**src/sbtc_defs.vh**
```
// Constants for the sixteen-bit timer/counter: register map, field positions,
// reset values, prescale codes and response codes.
// Included by the design file; holds definitions only.
`ifndef SBTC_DEFS_VH
`define SBTC_DEFS_VH

// ****************************************************************
// Register byte addresses
// ****************************************************************
`define SBTC_ADDR_W          8
`define SBTC_OFF_COUNT_LOW   8'h00
`define SBTC_OFF_COUNT_HIGH  8'h04
`define SBTC_OFF_STATUS      8'h08
`define SBTC_OFF_CONTROL     8'h10

// ****************************************************************
// Control register fields
// ****************************************************************
`define SBTC_CTL_RUN         0
`define SBTC_CTL_SRC         1
`define SBTC_CTL_SYNC_N      2
`define SBTC_CTL_OSC_EN      3
`define SBTC_CTL_PS_LO       4
`define SBTC_CTL_PS_HI       5
`define SBTC_CTL_MASK        8'h3f
`define SBTC_CTL_RESET       8'h00

// ****************************************************************
// Status register fields
// ****************************************************************
`define SBTC_STS_FLAG        0
`define SBTC_STS_IRQ_EN      1

// ****************************************************************
// Prescale codes and widths
// ****************************************************************
`define SBTC_PS_1            2'h0
`define SBTC_PS_2            2'h1
`define SBTC_PS_4            2'h2
`define SBTC_PS_8            2'h3
`define SBTC_PS_CNT_W        3
`define SBTC_PHASE_LAST      2'h3
`define SBTC_COUNT_MAX       16'hffff
`define SBTC_COUNT_ZERO      16'h0000

// ****************************************************************
// AXI response codes
// ****************************************************************
`define SBTC_RESP_OKAY       2'h0
`define SBTC_RESP_SLVERR     2'h2

`endif

```
**src/sbtc_timer.v**
```verilog
// Sixteen-bit timer/counter with prescaler, synchronised or free external
// counting, crystal pin control and an AXI4-Lite register slave.
// Assumes all pin inputs are already synchronous to ref_clk (25 MHz).
//
// How it works
// - control bit 1 picks timer or counter
// - timer counts instruction clock, ignores sync bit
// - external counting uses rising edges only
// - first falling edge required after enabling counter
// - bits 5-4 select prescale 1,2,4,8
// - oscillator enable starts crystal, forces pins input
// - counter input: osc pin or external pin
// - sync bit low synchronises external input
// - synchronisation sits after the prescaler
// - synced counter halts in sleep, prescaler runs
// - free counter runs in sleep, wakes on overflow
// - free counter is no compare time base
// - count byte reads are always coherent
// - compare unit reset clears the count, except in free (unsynchronised) counter mode
// - run bit enables, clear holds count
// - rollover latches flag, gated by enable
// - count byte writes clear prescaler
`timescale 1ns/1ps
`include "sbtc_defs.vh"

module sbtc_timer (
  input  wire        ref_clk,
  input  wire        nrst,
  // AXI4-Lite slave
  input  wire [7:0]  s_axi_awaddr,
  input  wire        s_axi_awvalid,
  output wire        s_axi_awready,
  input  wire [31:0] s_axi_wdata,
  input  wire [3:0]  s_axi_wstrb,
  input  wire        s_axi_wvalid,
  output wire        s_axi_wready,
  output reg  [1:0]  s_axi_bresp,
  output reg         s_axi_bvalid,
  input  wire        s_axi_bready,
  input  wire [7:0]  s_axi_araddr,
  input  wire        s_axi_arvalid,
  output wire        s_axi_arready,
  output reg  [31:0] s_axi_rdata,
  output reg  [1:0]  s_axi_rresp,
  output reg         s_axi_rvalid,
  input  wire        s_axi_rready,
  // Pins and system
  input  wire        ext_count_input,
  input  wire        osc_input_pin,
  input  wire [1:0]  port_direction,
  input  wire [1:0]  port_out,
  output wire        osc_input_pin_o,
  output wire        osc_input_pin_oe,
  output wire        osc_output_pin_o,
  output wire        osc_output_pin_oe,
  output wire        crystal_osc_run,
  input  wire        sleep_mode,
  input  wire        compare_reset,
  output reg  [15:0] count_value,
  output wire        compare_timebase_ok,
  output wire        overflow_irq,
  output wire        wake_request
);

  // ****************************************************************
  // Decode helper
  // ****************************************************************
  function [2:0] ps_last;
    input [1:0] code;
    begin
      case (code)
        `SBTC_PS_2: ps_last = 3'h1;
        `SBTC_PS_4: ps_last = 3'h3;
        `SBTC_PS_8: ps_last = 3'h7;
        default:    ps_last = 3'h0;
      endcase
    end
  endfunction

  function is_mapped;
    input [7:0] a;
    begin
      is_mapped = (a == `SBTC_OFF_COUNT_LOW) || (a == `SBTC_OFF_COUNT_HIGH) ||
                  (a == `SBTC_OFF_STATUS) || (a == `SBTC_OFF_CONTROL);
    end
  endfunction

  // ****************************************************************
  // Register state
  // ****************************************************************
  reg  [7:0]  control_reg;
  reg         flag_reg;
  reg         irq_en_reg;
  reg  [1:0]  phase_reg;
  reg  [2:0]  ps_cnt_reg;
  reg         in_prev_reg;
  reg         armed_reg;
  reg         run_prev_reg;
  reg         tgl_reg;
  reg         sync1_reg;
  reg         sync2_reg;
  reg         sync3_reg;

  reg         aw_held_reg;
  reg  [7:0]  aw_addr_reg;
  reg         w_held_reg;
  reg  [31:0] w_data_reg;
  reg  [3:0]  w_strb_reg;

  wire run      = control_reg[`SBTC_CTL_RUN];
  wire ctr_mode = control_reg[`SBTC_CTL_SRC];
  wire sync_n   = control_reg[`SBTC_CTL_SYNC_N];
  wire osc_en   = control_reg[`SBTC_CTL_OSC_EN];
  wire [1:0] ps_sel = control_reg[`SBTC_CTL_PS_HI:`SBTC_CTL_PS_LO];

  // ****************************************************************
  // Pin direction control
  // ****************************************************************
  // Pin bit 1 is the crystal input, bit 0 the amplifier output / count input.
  // A direction bit of one means input, as on a normal port.
  assign crystal_osc_run   = osc_en;
  assign osc_input_pin_o   = port_out[1];
  assign osc_input_pin_oe  = ~osc_en & ~port_direction[1];
  assign osc_output_pin_o  = port_out[0];
  assign osc_output_pin_oe = ~osc_en & ~port_direction[0];

  // ****************************************************************
  // Count source
  // ****************************************************************
  wire ext_in   = osc_en ? osc_input_pin : ext_count_input;
  wire ext_rise = ext_in & ~in_prev_reg;
  wire ext_fall = ~ext_in & in_prev_reg;
  wire run_rise = run & ~run_prev_reg;

  // Prescaler is edge driven by the external input in counter mode, where it keeps going in sleep.
  wire ps_edge  = ctr_mode ? (run & armed_reg & ext_rise)
                           : (run & ~sleep_mode & (phase_reg == `SBTC_PHASE_LAST));
  wire ps_tick  = ps_edge & (ps_cnt_reg == ps_last(ps_sel));

  // Synchronised path: toggle crosses two flops after the prescaler.
  wire sync_evt = sync2_reg ^ sync3_reg;
  wire async_md = ctr_mode & sync_n;
  wire inc_now  = ~run ? 1'b0 :
                  ~ctr_mode ? ps_tick :
                  async_md  ? ps_tick :
                  (sync_evt & ~sleep_mode);

  // ****************************************************************
  // AXI write path
  // ****************************************************************
  wire do_write  = aw_held_reg & w_held_reg & ~s_axi_bvalid;
  wire wr_lane0  = do_write & w_strb_reg[0];
  wire wr_low    = wr_lane0 & (aw_addr_reg == `SBTC_OFF_COUNT_LOW);
  wire wr_high   = wr_lane0 & (aw_addr_reg == `SBTC_OFF_COUNT_HIGH);
  wire wr_status = wr_lane0 & (aw_addr_reg == `SBTC_OFF_STATUS);
  wire wr_ctl    = wr_lane0 & (aw_addr_reg == `SBTC_OFF_CONTROL);
  wire wr_count  = wr_low | wr_high;

  assign s_axi_awready = ~aw_held_reg;
  assign s_axi_wready  = ~w_held_reg;
  assign s_axi_arready = ~s_axi_rvalid;

  always @(posedge ref_clk or negedge nrst) begin
    if (!nrst) begin
      aw_held_reg  <= 1'b0;
      aw_addr_reg  <= 8'h00;
      w_held_reg   <= 1'b0;
      w_data_reg   <= 32'h0000_0000;
      w_strb_reg   <= 4'h0;
      s_axi_bvalid <= 1'b0;
      s_axi_bresp  <= `SBTC_RESP_OKAY;
    end else begin
      if (s_axi_awvalid && !aw_held_reg) begin
        aw_held_reg <= 1'b1;
        aw_addr_reg <= s_axi_awaddr;
      end
      if (s_axi_wvalid && !w_held_reg) begin
        w_held_reg <= 1'b1;
        w_data_reg <= s_axi_wdata;
        w_strb_reg <= s_axi_wstrb;
      end
      if (do_write) begin
        s_axi_bvalid <= 1'b1;
        s_axi_bresp  <= is_mapped(aw_addr_reg) ? `SBTC_RESP_OKAY : `SBTC_RESP_SLVERR;
      end else if (s_axi_bvalid && s_axi_bready) begin
        s_axi_bvalid <= 1'b0;
        aw_held_reg  <= 1'b0;
        w_held_reg   <= 1'b0;
      end
    end
  end

  // ****************************************************************
  // AXI read path
  // ****************************************************************
  // The count is a ref_clk register, so either byte reads coherently.
  always @(posedge ref_clk or negedge nrst) begin
    if (!nrst) begin
      s_axi_rvalid <= 1'b0;
      s_axi_rdata  <= 32'h0000_0000;
      s_axi_rresp  <= `SBTC_RESP_OKAY;
    end else if (s_axi_arvalid && !s_axi_rvalid) begin
      s_axi_rvalid <= 1'b1;
      s_axi_rresp  <= is_mapped(s_axi_araddr) ? `SBTC_RESP_OKAY : `SBTC_RESP_SLVERR;
      case (s_axi_araddr)
        `SBTC_OFF_COUNT_LOW:  s_axi_rdata <= {24'h000000, count_value[7:0]};
        `SBTC_OFF_COUNT_HIGH: s_axi_rdata <= {24'h000000, count_value[15:8]};
        `SBTC_OFF_STATUS:     s_axi_rdata <= {30'h00000000, irq_en_reg, flag_reg};
        `SBTC_OFF_CONTROL:    s_axi_rdata <= {24'h000000, control_reg};
        default:              s_axi_rdata <= 32'h0000_0000;
      endcase
    end else if (s_axi_rvalid && s_axi_rready) begin
      s_axi_rvalid <= 1'b0;
    end
  end

  // ****************************************************************
  // Control and status registers
  // ****************************************************************
  wire overflow = inc_now & (count_value == `SBTC_COUNT_MAX) & ~wr_count;

  always @(posedge ref_clk or negedge nrst) begin
    if (!nrst) begin
      control_reg <= `SBTC_CTL_RESET;
      flag_reg    <= 1'b0;
      irq_en_reg  <= 1'b0;
    end else begin
      if (wr_ctl)
        control_reg <= w_data_reg[7:0] & `SBTC_CTL_MASK;
      if (wr_status)
        irq_en_reg <= w_data_reg[`SBTC_STS_IRQ_EN];
      // Write one clears; a rollover in the same cycle wins.
      if (overflow)
        flag_reg <= 1'b1;
      else if (wr_status && w_data_reg[`SBTC_STS_FLAG])
        flag_reg <= 1'b0;
    end
  end

  assign overflow_irq = flag_reg & irq_en_reg;
  assign wake_request = overflow_irq & sleep_mode & async_md;
  assign compare_timebase_ok = ~async_md;

  // ****************************************************************
  // Instruction clock, edge tracking and prescaler
  // ****************************************************************
  always @(posedge ref_clk or negedge nrst) begin
    if (!nrst) begin
      phase_reg    <= 2'h0;
      in_prev_reg  <= 1'b0;
      run_prev_reg <= 1'b0;
      armed_reg    <= 1'b0;
      ps_cnt_reg   <= 3'h0;
    end else begin
      // The core clock stops in sleep, so the phase counter does too.
      if (!sleep_mode)
        phase_reg <= phase_reg + 2'h1;
      in_prev_reg  <= ext_in;
      run_prev_reg <= run;
      // Disarmed while stopped or on enable; the next falling edge arms.
      if (!run || run_rise || !ctr_mode)
        armed_reg <= 1'b0;
      else if (ext_fall)
        armed_reg <= 1'b1;
      if (wr_count)
        ps_cnt_reg <= 3'h0;
      else if (ps_tick)
        ps_cnt_reg <= 3'h0;
      else if (ps_edge)
        ps_cnt_reg <= ps_cnt_reg + 3'h1;
    end
  end

  // ****************************************************************
  // Synchroniser after the prescaler
  // ****************************************************************
  // The chain is frozen in sleep, so synced-mode events are not counted.
  always @(posedge ref_clk or negedge nrst) begin
    if (!nrst) begin
      tgl_reg   <= 1'b0;
      sync1_reg <= 1'b0;
      sync2_reg <= 1'b0;
      sync3_reg <= 1'b0;
    end else begin
      if (ps_tick && ctr_mode && !sync_n)
        tgl_reg <= ~tgl_reg;
      if (!sleep_mode) begin
        sync1_reg <= tgl_reg;
        sync2_reg <= sync1_reg;
        sync3_reg <= sync2_reg;
      end
    end
  end

  // ****************************************************************
  // Sixteen-bit count
  // ****************************************************************
  // A software write beats both an increment and a compare reset; software
  // should stop the timer first in the free-running mode.
  always @(posedge ref_clk or negedge nrst) begin
    if (!nrst) begin
      count_value <= `SBTC_COUNT_ZERO;
    end else if (wr_low) begin
      count_value[7:0] <= w_data_reg[7:0];
    end else if (wr_high) begin
      count_value[15:8] <= w_data_reg[7:0];
    end else if (compare_reset && !async_md) begin
      count_value <= `SBTC_COUNT_ZERO;
    end else if (inc_now) begin
      count_value <= count_value + 16'h0001;
    end
  end

endmodule

```
**config.mk**
```make
export PLATFORM = sky130hd
export DESIGN_NAME = sbtc_timer
export DESIGN_NICKNAME = d
export VERILOG_FILES = /design/src/sbtc_timer.v
export VERILOG_INCLUDE_DIRS = /design/src
export SDC_FILE = /design/constraint.sdc
export NUM_CORES = 1
export LEC_CHECK = 0
export BUFFER_PORTS_ARGS = -buffer_cell sky130_fd_sc_hd__buf_2
export CAP_MARGIN = 20
export CORE_UTILIZATION = 52
export CTS_BUF_LIST = sky130_fd_sc_hd__clkbuf_4
export DETAILED_ROUTE_END_ITERATION = 7
export PLACE_DENSITY_LB_ADDON = 0.15
export SLEW_MARGIN = 20
export SYNTH_ARGS = -nofsm -noshare
export SYNTH_HDL_FRONTEND = slang
export SYNTH_SLANG_ARGS = --single-unit
```
**constraint.sdc**
```tcl
create_clock -name ref_clk -period 2.5 [get_ports ref_clk]
set_input_delay 0.125 -clock ref_clk [delete_from_list [all_inputs] [get_ports ref_clk]]
set_output_delay 0.125 -clock ref_clk [all_outputs]
set_load 0.005 [all_outputs]
```
# --- Word-level counts from Yosys, hierarchy flattened ---
# Cells that the tools add are included.
op_classes:
  addsub: 3
  multipliers: 0
  n_div: 0
  magnitude_cmp: 0
  n_eq_ne: 13
  n_shift: 0
  n_mux: 31
  bitwise_logic: 41
  reduce_logical: 35
ops:
  columns: ["op", "n"]
  rows:
  - ["16-bit 2-to-1 mux", 2]
  - ["8-bit one-hot mux with 4 select lines", 1]
  - ["1-bit bitwise AND", 24]
  - ["8-bit 2-to-1 mux", 3]
  - ["1-bit 2-to-1 mux", 19]
  - ["16-bit by 1-bit adder with 16-bit output, second input constant", 1]
  - ["16-bit equality test, second input constant", 1]
  - ["8-bit by 3-bit equality test with 1-bit output, second input constant", 2]
  - ["8-bit by 4-bit equality test with 1-bit output, second input constant", 2]
  - ["8-bit by 5-bit equality test with 1-bit output, second input constant", 2]
  - ["8-bit logical NOT", 2]
  - ["1-bit inverter", 15]
  - ["1-bit logical AND", 9]
  - ["3-bit 2-to-1 mux", 3]
  - ["3-bit one-hot mux with 3 select lines", 1]
  - ["3-bit nonzero test", 3]
  - ["1-bit logical OR", 8]
  - ["2-bit nonzero test", 4]
  - ["1-bit logical NOT", 7]
  - ["2-bit equality test, second input constant", 3]
  - ["2-bit 2-to-1 mux", 2]
  - ["2-bit AND reduction", 2]
  - ["3-bit by 1-bit adder with 3-bit output, second input constant", 1]
  - ["3-bit equality test", 1]
  - ["5 further kinds", 5]
word_totals:
  register_bits: 93
  latch_bits: 0
  mem_bits_rw: 0
  romBits: 0
  inputBits: 67
  out_inout_bits: 65
  word_cells: 147
  mem_count: 0

# --- Logic depth before layout (Yosys ltp) ---
logic_depth:
  word_depth: 12
  depth_mapped: 8
  depth_no_buf: 7

# --- Worst setup path before layout ---
# Ideal clock, no wire load.
synth_timing:
  kind: "flip-flop to flip-flop"
  start: "register aw_addr_reg[0]"
  end: "register count_value[1]"
  setup_ns: 0.125
  t_arrival_ns: 2.144
  required_time_ns: 2.375
  setup_slack_ns: 0.231
  path_stages_with_launch: 8
  path_buffers: 1
  period_less_slack_ns: 2.269
  path_cell_list: "dfrtp_1 > or4_4 > or3_4 > nor3_4 > and2_1 > buf_4 > a21oi_2 > mux2_4"
synth_between:
  elab_chain_len: 4
  word_cells_on_any_way: 8
  classes_between: "eq/ne (2); mux (1); bitwise (2); reduce/logical (3)"
synth_lines:
  columns: ["element", "line", "text"]
  rows:
  - ["start: declaration", "sbtc_timer.v:105", "reg [7:0] aw_addr_reg;"]
  - ["start signal: assignment", "sbtc_timer.v:175", "aw_addr_reg <= s_axi_awaddr;"]
  - ["8-bit by 3-bit equality test with 1-bit output (no line) or 8-bit logical NOT (tied branches)", null, null]
  - ["1-bit bitwise AND, on equally long branches", "sbtc_timer.v:154, sbtc_timer.v:153", null]
  - ["2-bit != test (no line) or 3-bit nonzero test (tied branches)", null, null]
  - ["2-bit AND reduction (no line)", null, null]
  - ["end signal: assignment", "sbtc_timer.v:302", "count_value <= `SBTC_COUNT_ZERO;"]
  - ["end signal: assignment", "sbtc_timer.v:304", "count_value[7:0] <= w_data_reg[7:0];"]
  - ["end signal: assignment", "sbtc_timer.v:308", "count_value <= `SBTC_COUNT_ZERO;"]
  - ["end: declaration", "sbtc_timer.v:59", "output reg [15:0] count_value,"]
# Parallel ways exist; a longest one is shown, timed or not.
# A chain may end at the register's enable or synchronous reset.

# --- Worst setup path after layout ---
layout_timing:
  start: "register aw_addr_reg[0]"
  end: "register count_value[0]"
# The elaborated chain is that of the path after synthesis.

==> flow_metrics.tcl <==
set metrics [dict create \
    synth-async-reset-ratio 1.000 \
    wl_um 9374 \
    ys_types 61 \
    largest-register "count_value" \
    cts_setup_buffers 0 \
    endpoint "count_value[0]" \
    routedWlPerCell_um 15.89 \
    slew-limit-headroom 0.4279 \
    yosys_most_used_dff "dfrtp_1" \
    cts_buffers 9 \
    ys_warn_count 0 \
    netlist_top_cells_count "dfrtp_1, nand2_1, o21ai_0" \
    power_frac_seq 0.545 \
    drc 0 \
    cts_max_path_buffers 2 \
    overflow 0 \
    synth.area.top_cells "dfrtp_1, mux2_2, buf_4" \
    max_freq_mhz 409.5 \
    die_y_um 86.52 \
    start_kind "flip-flop" \
    holdWs_ns 0.02022 \
    clock_sink_count 67 \
    swShare 0.3298 \
    grt_max_degree 68 \
    r2r_end "count_value[0]" \
    antenna_found_initial 0 \
    power.leakage_nw 2.128 \
    vias 3252 \
    ctsHtreeMaxLevel 3 \
    clock_power_share 0.234 \
    crit_type "reg2reg" \
    synth-edff-count 0 \
    hpwl_um 6570 \
    final_nets 560 \
    clkTransAtPathRegs_ns 0.11 \
    ir_worst_vdd_mv 0.5460 \
    largest_reg_flops 16 \
    fp-row-count 30 \
    yosysSeqAreaShare 0.4513 \
    start_util 0.5438 \
    io_pins 132 \
    root_buffer "clkbuf_4" \
    drive_gt1_frac 0.2895 \
    reg2regPathDepth 6 \
    period_minus_slack_ns 2.442 \
    drtIter0Drc 210 \
    antenna_cells 0 \
    routed.top_layer "met4" \
    synth_most_common_cell "dfrtp_1" \
    synth-seq-cells 67 \
    p_per_area_mw_per_mm2 643.8 \
    coreArea_mm2 0.006832 \
    hold_path.class "in2reg" \
    met2WireLength_um 4391 \
    startpoint "aw_addr_reg[0]" \
    p_sw_mw 0.9619 \
    required_ns 2.80 \
    syn_area_mm2 0.003715 \
    cp_max_fo 11 \
    max_cap_violations 0 \
    numPortBuffers 74 \
    drv_slew 0 \
    wl_met3_um 663 \
    yosys.area.top_type_share 0.4513 \
    hold_viol 0 \
    area_growth_pct 21.96 \
    synth_area_leader_cell "dfrtp_1" \
    rsz0062_at_grt "no" \
    crit_arrival_ns 2.74 \
    grt_pass1_vias 3027 \
    syn_inst 380 \
    gp_congestion 0.9477 \
    fin_tns_setup_ns 0 \
    clock_skew_ns 0.01230 \
    worstMarginPinSlew_ns 0.8582 \
    wl_met1_um 4127 \
    die_w_um 86.52 \
    report.final.setup_viol 0 \
    avgSynthCellArea_um2 9.776 \
    drtPass1Iterations 5 \
    p_comb_frac 0.220 \
    fin_crit_sh 0.9769 \
    vias_per_cell 5.512 \
    cts_tree "yes" \
    ant_nets 0 \
    grt_pass1_wl_um 14730 \
    r2r_slack_ns 0.06 \
    cp-end-kind "flip-flop" \
    fp.dieArea_mm2 0.007486 \
    cell_internal_pwr_mw 1.955 \
    grt_usage 0.2606 \
    r2r_start "aw_addr_reg[0]" \
    clk-insertion-delay-late_ns 0.42 \
    outcome "finished, final reports clean" \
]
[kinds of logic after synthesis]
logic type / count (synthesis) / share of synthesized area
AOI/OAI and AO/OA: 84 / 0.1448
xor gates and xnor gates: 3 / 0.007074
adders and majority gates: 4 / 0.01280
buffers and inverters: 51 / 0.08252
DFF: 67 / 0.4513
muxes: 31 / 0.09431
other: 1 / 0.001009
and+or+nand+nor: 139 / 0.2061
[repair_timing]
action                                 4_1_cts  5_1_grt
setup endpoints to repair                    0        8
hold buffers                                24        0
endpoints found under the hold margin       89        0
resized for setup                            0        1
[metal layers]
layer / vias to the layer above / GRT usage
met3: 21 / 0.04952
met2: 155 / 0.4163
li1: 1554 / -
met5: - / 0
met4: 0 / 0.1045
met1: 1522 / 0.3511
[how the worst min path moves through the flow]
stage	start	end	slack, ns	cells after the start
after CTS	sleep_mode	phase_reg[0]	0.006	2
after floorplan	nrst	armed_reg	-0.17	0
after global routing	sleep_mode	phase_reg[0]	0.01	2
after global placement	port_out[1]	osc_input_pin_o	0.25	0
after detailed placement	port_out[1]	osc_input_pin_o	0.25	0
final	sleep_mode	phase_reg[0]	0.02	2
[final cells by class]
cell class	count	area [µm²]
Fill cell	567	2301
Multi-Input combinational cell	287	1833
Sequential cell	67	1677
Timing Repair Buffer	115	738.2
Tap cell	96	120.1
Clock buffer	9	67.56
Clock inverter	6	57.56
Inverter	10	37.54
[layout by cell type (no fill, tap or decap), types with 15 or more instances in the layout]
master,Yosys,final
buf_2,2,74
conb_1,1,26
mux2_2,28,28
buf_4,30,17
nand2_1,36,36
o21ai_0,33,33
a21oi_1,18,18
dlygate4sd3_1,0,24
nor2_1,20,20
dfrtp_1,67,67
nand3_1,15,15
[power groups by stage]
stage | Sequential, mW | Clock [mW] | Combinational (mW)
detailed placement | 1.61 | 0 | 0.606
finish | 1.59 | 0.684 | 0.643
global route | 1.63 | 0.746 | 0.715
global placement | 1.60 | 0 | 0.588
CTS | 1.59 | 0.694 | 0.646
floorplan | 1.50 | 0 | 0.448
[critical path, stage by stage (launching register included)]
cell and delay, ns:
dfrtp_1 0.40, or4_4 0.58, or4b_2 0.84, nand2_1 0.18
nor2_1 0.06, a32oi_1 0.17, o22ai_1 0.10
[per-stage QoR]
| stage | power, mW | cell area [µm²] | utilization | instances | setup WS, ns |
|---|---|---|---|---|---|
| after CTS | 2.928 | 4523 | 0.6621 | 590 | 0.05618 |
| after detailed placement | 2.213 | 4158 | 0.6086 | 551 | 0.08404 |
| final | 2.917 | 4531 | 0.6632 | 590 | 0.05777 |
| after global placement | 2.187 | 4158 | 0.6086 | 551 | 0.1384 |
| after global routing | 3.091 | 4531 | 0.6632 | 590 | 0.0005731 |
| after floorplan | 1.951 | 3809 | - | 405 | 0.2309 |
(Power assumes the default switching activity.)
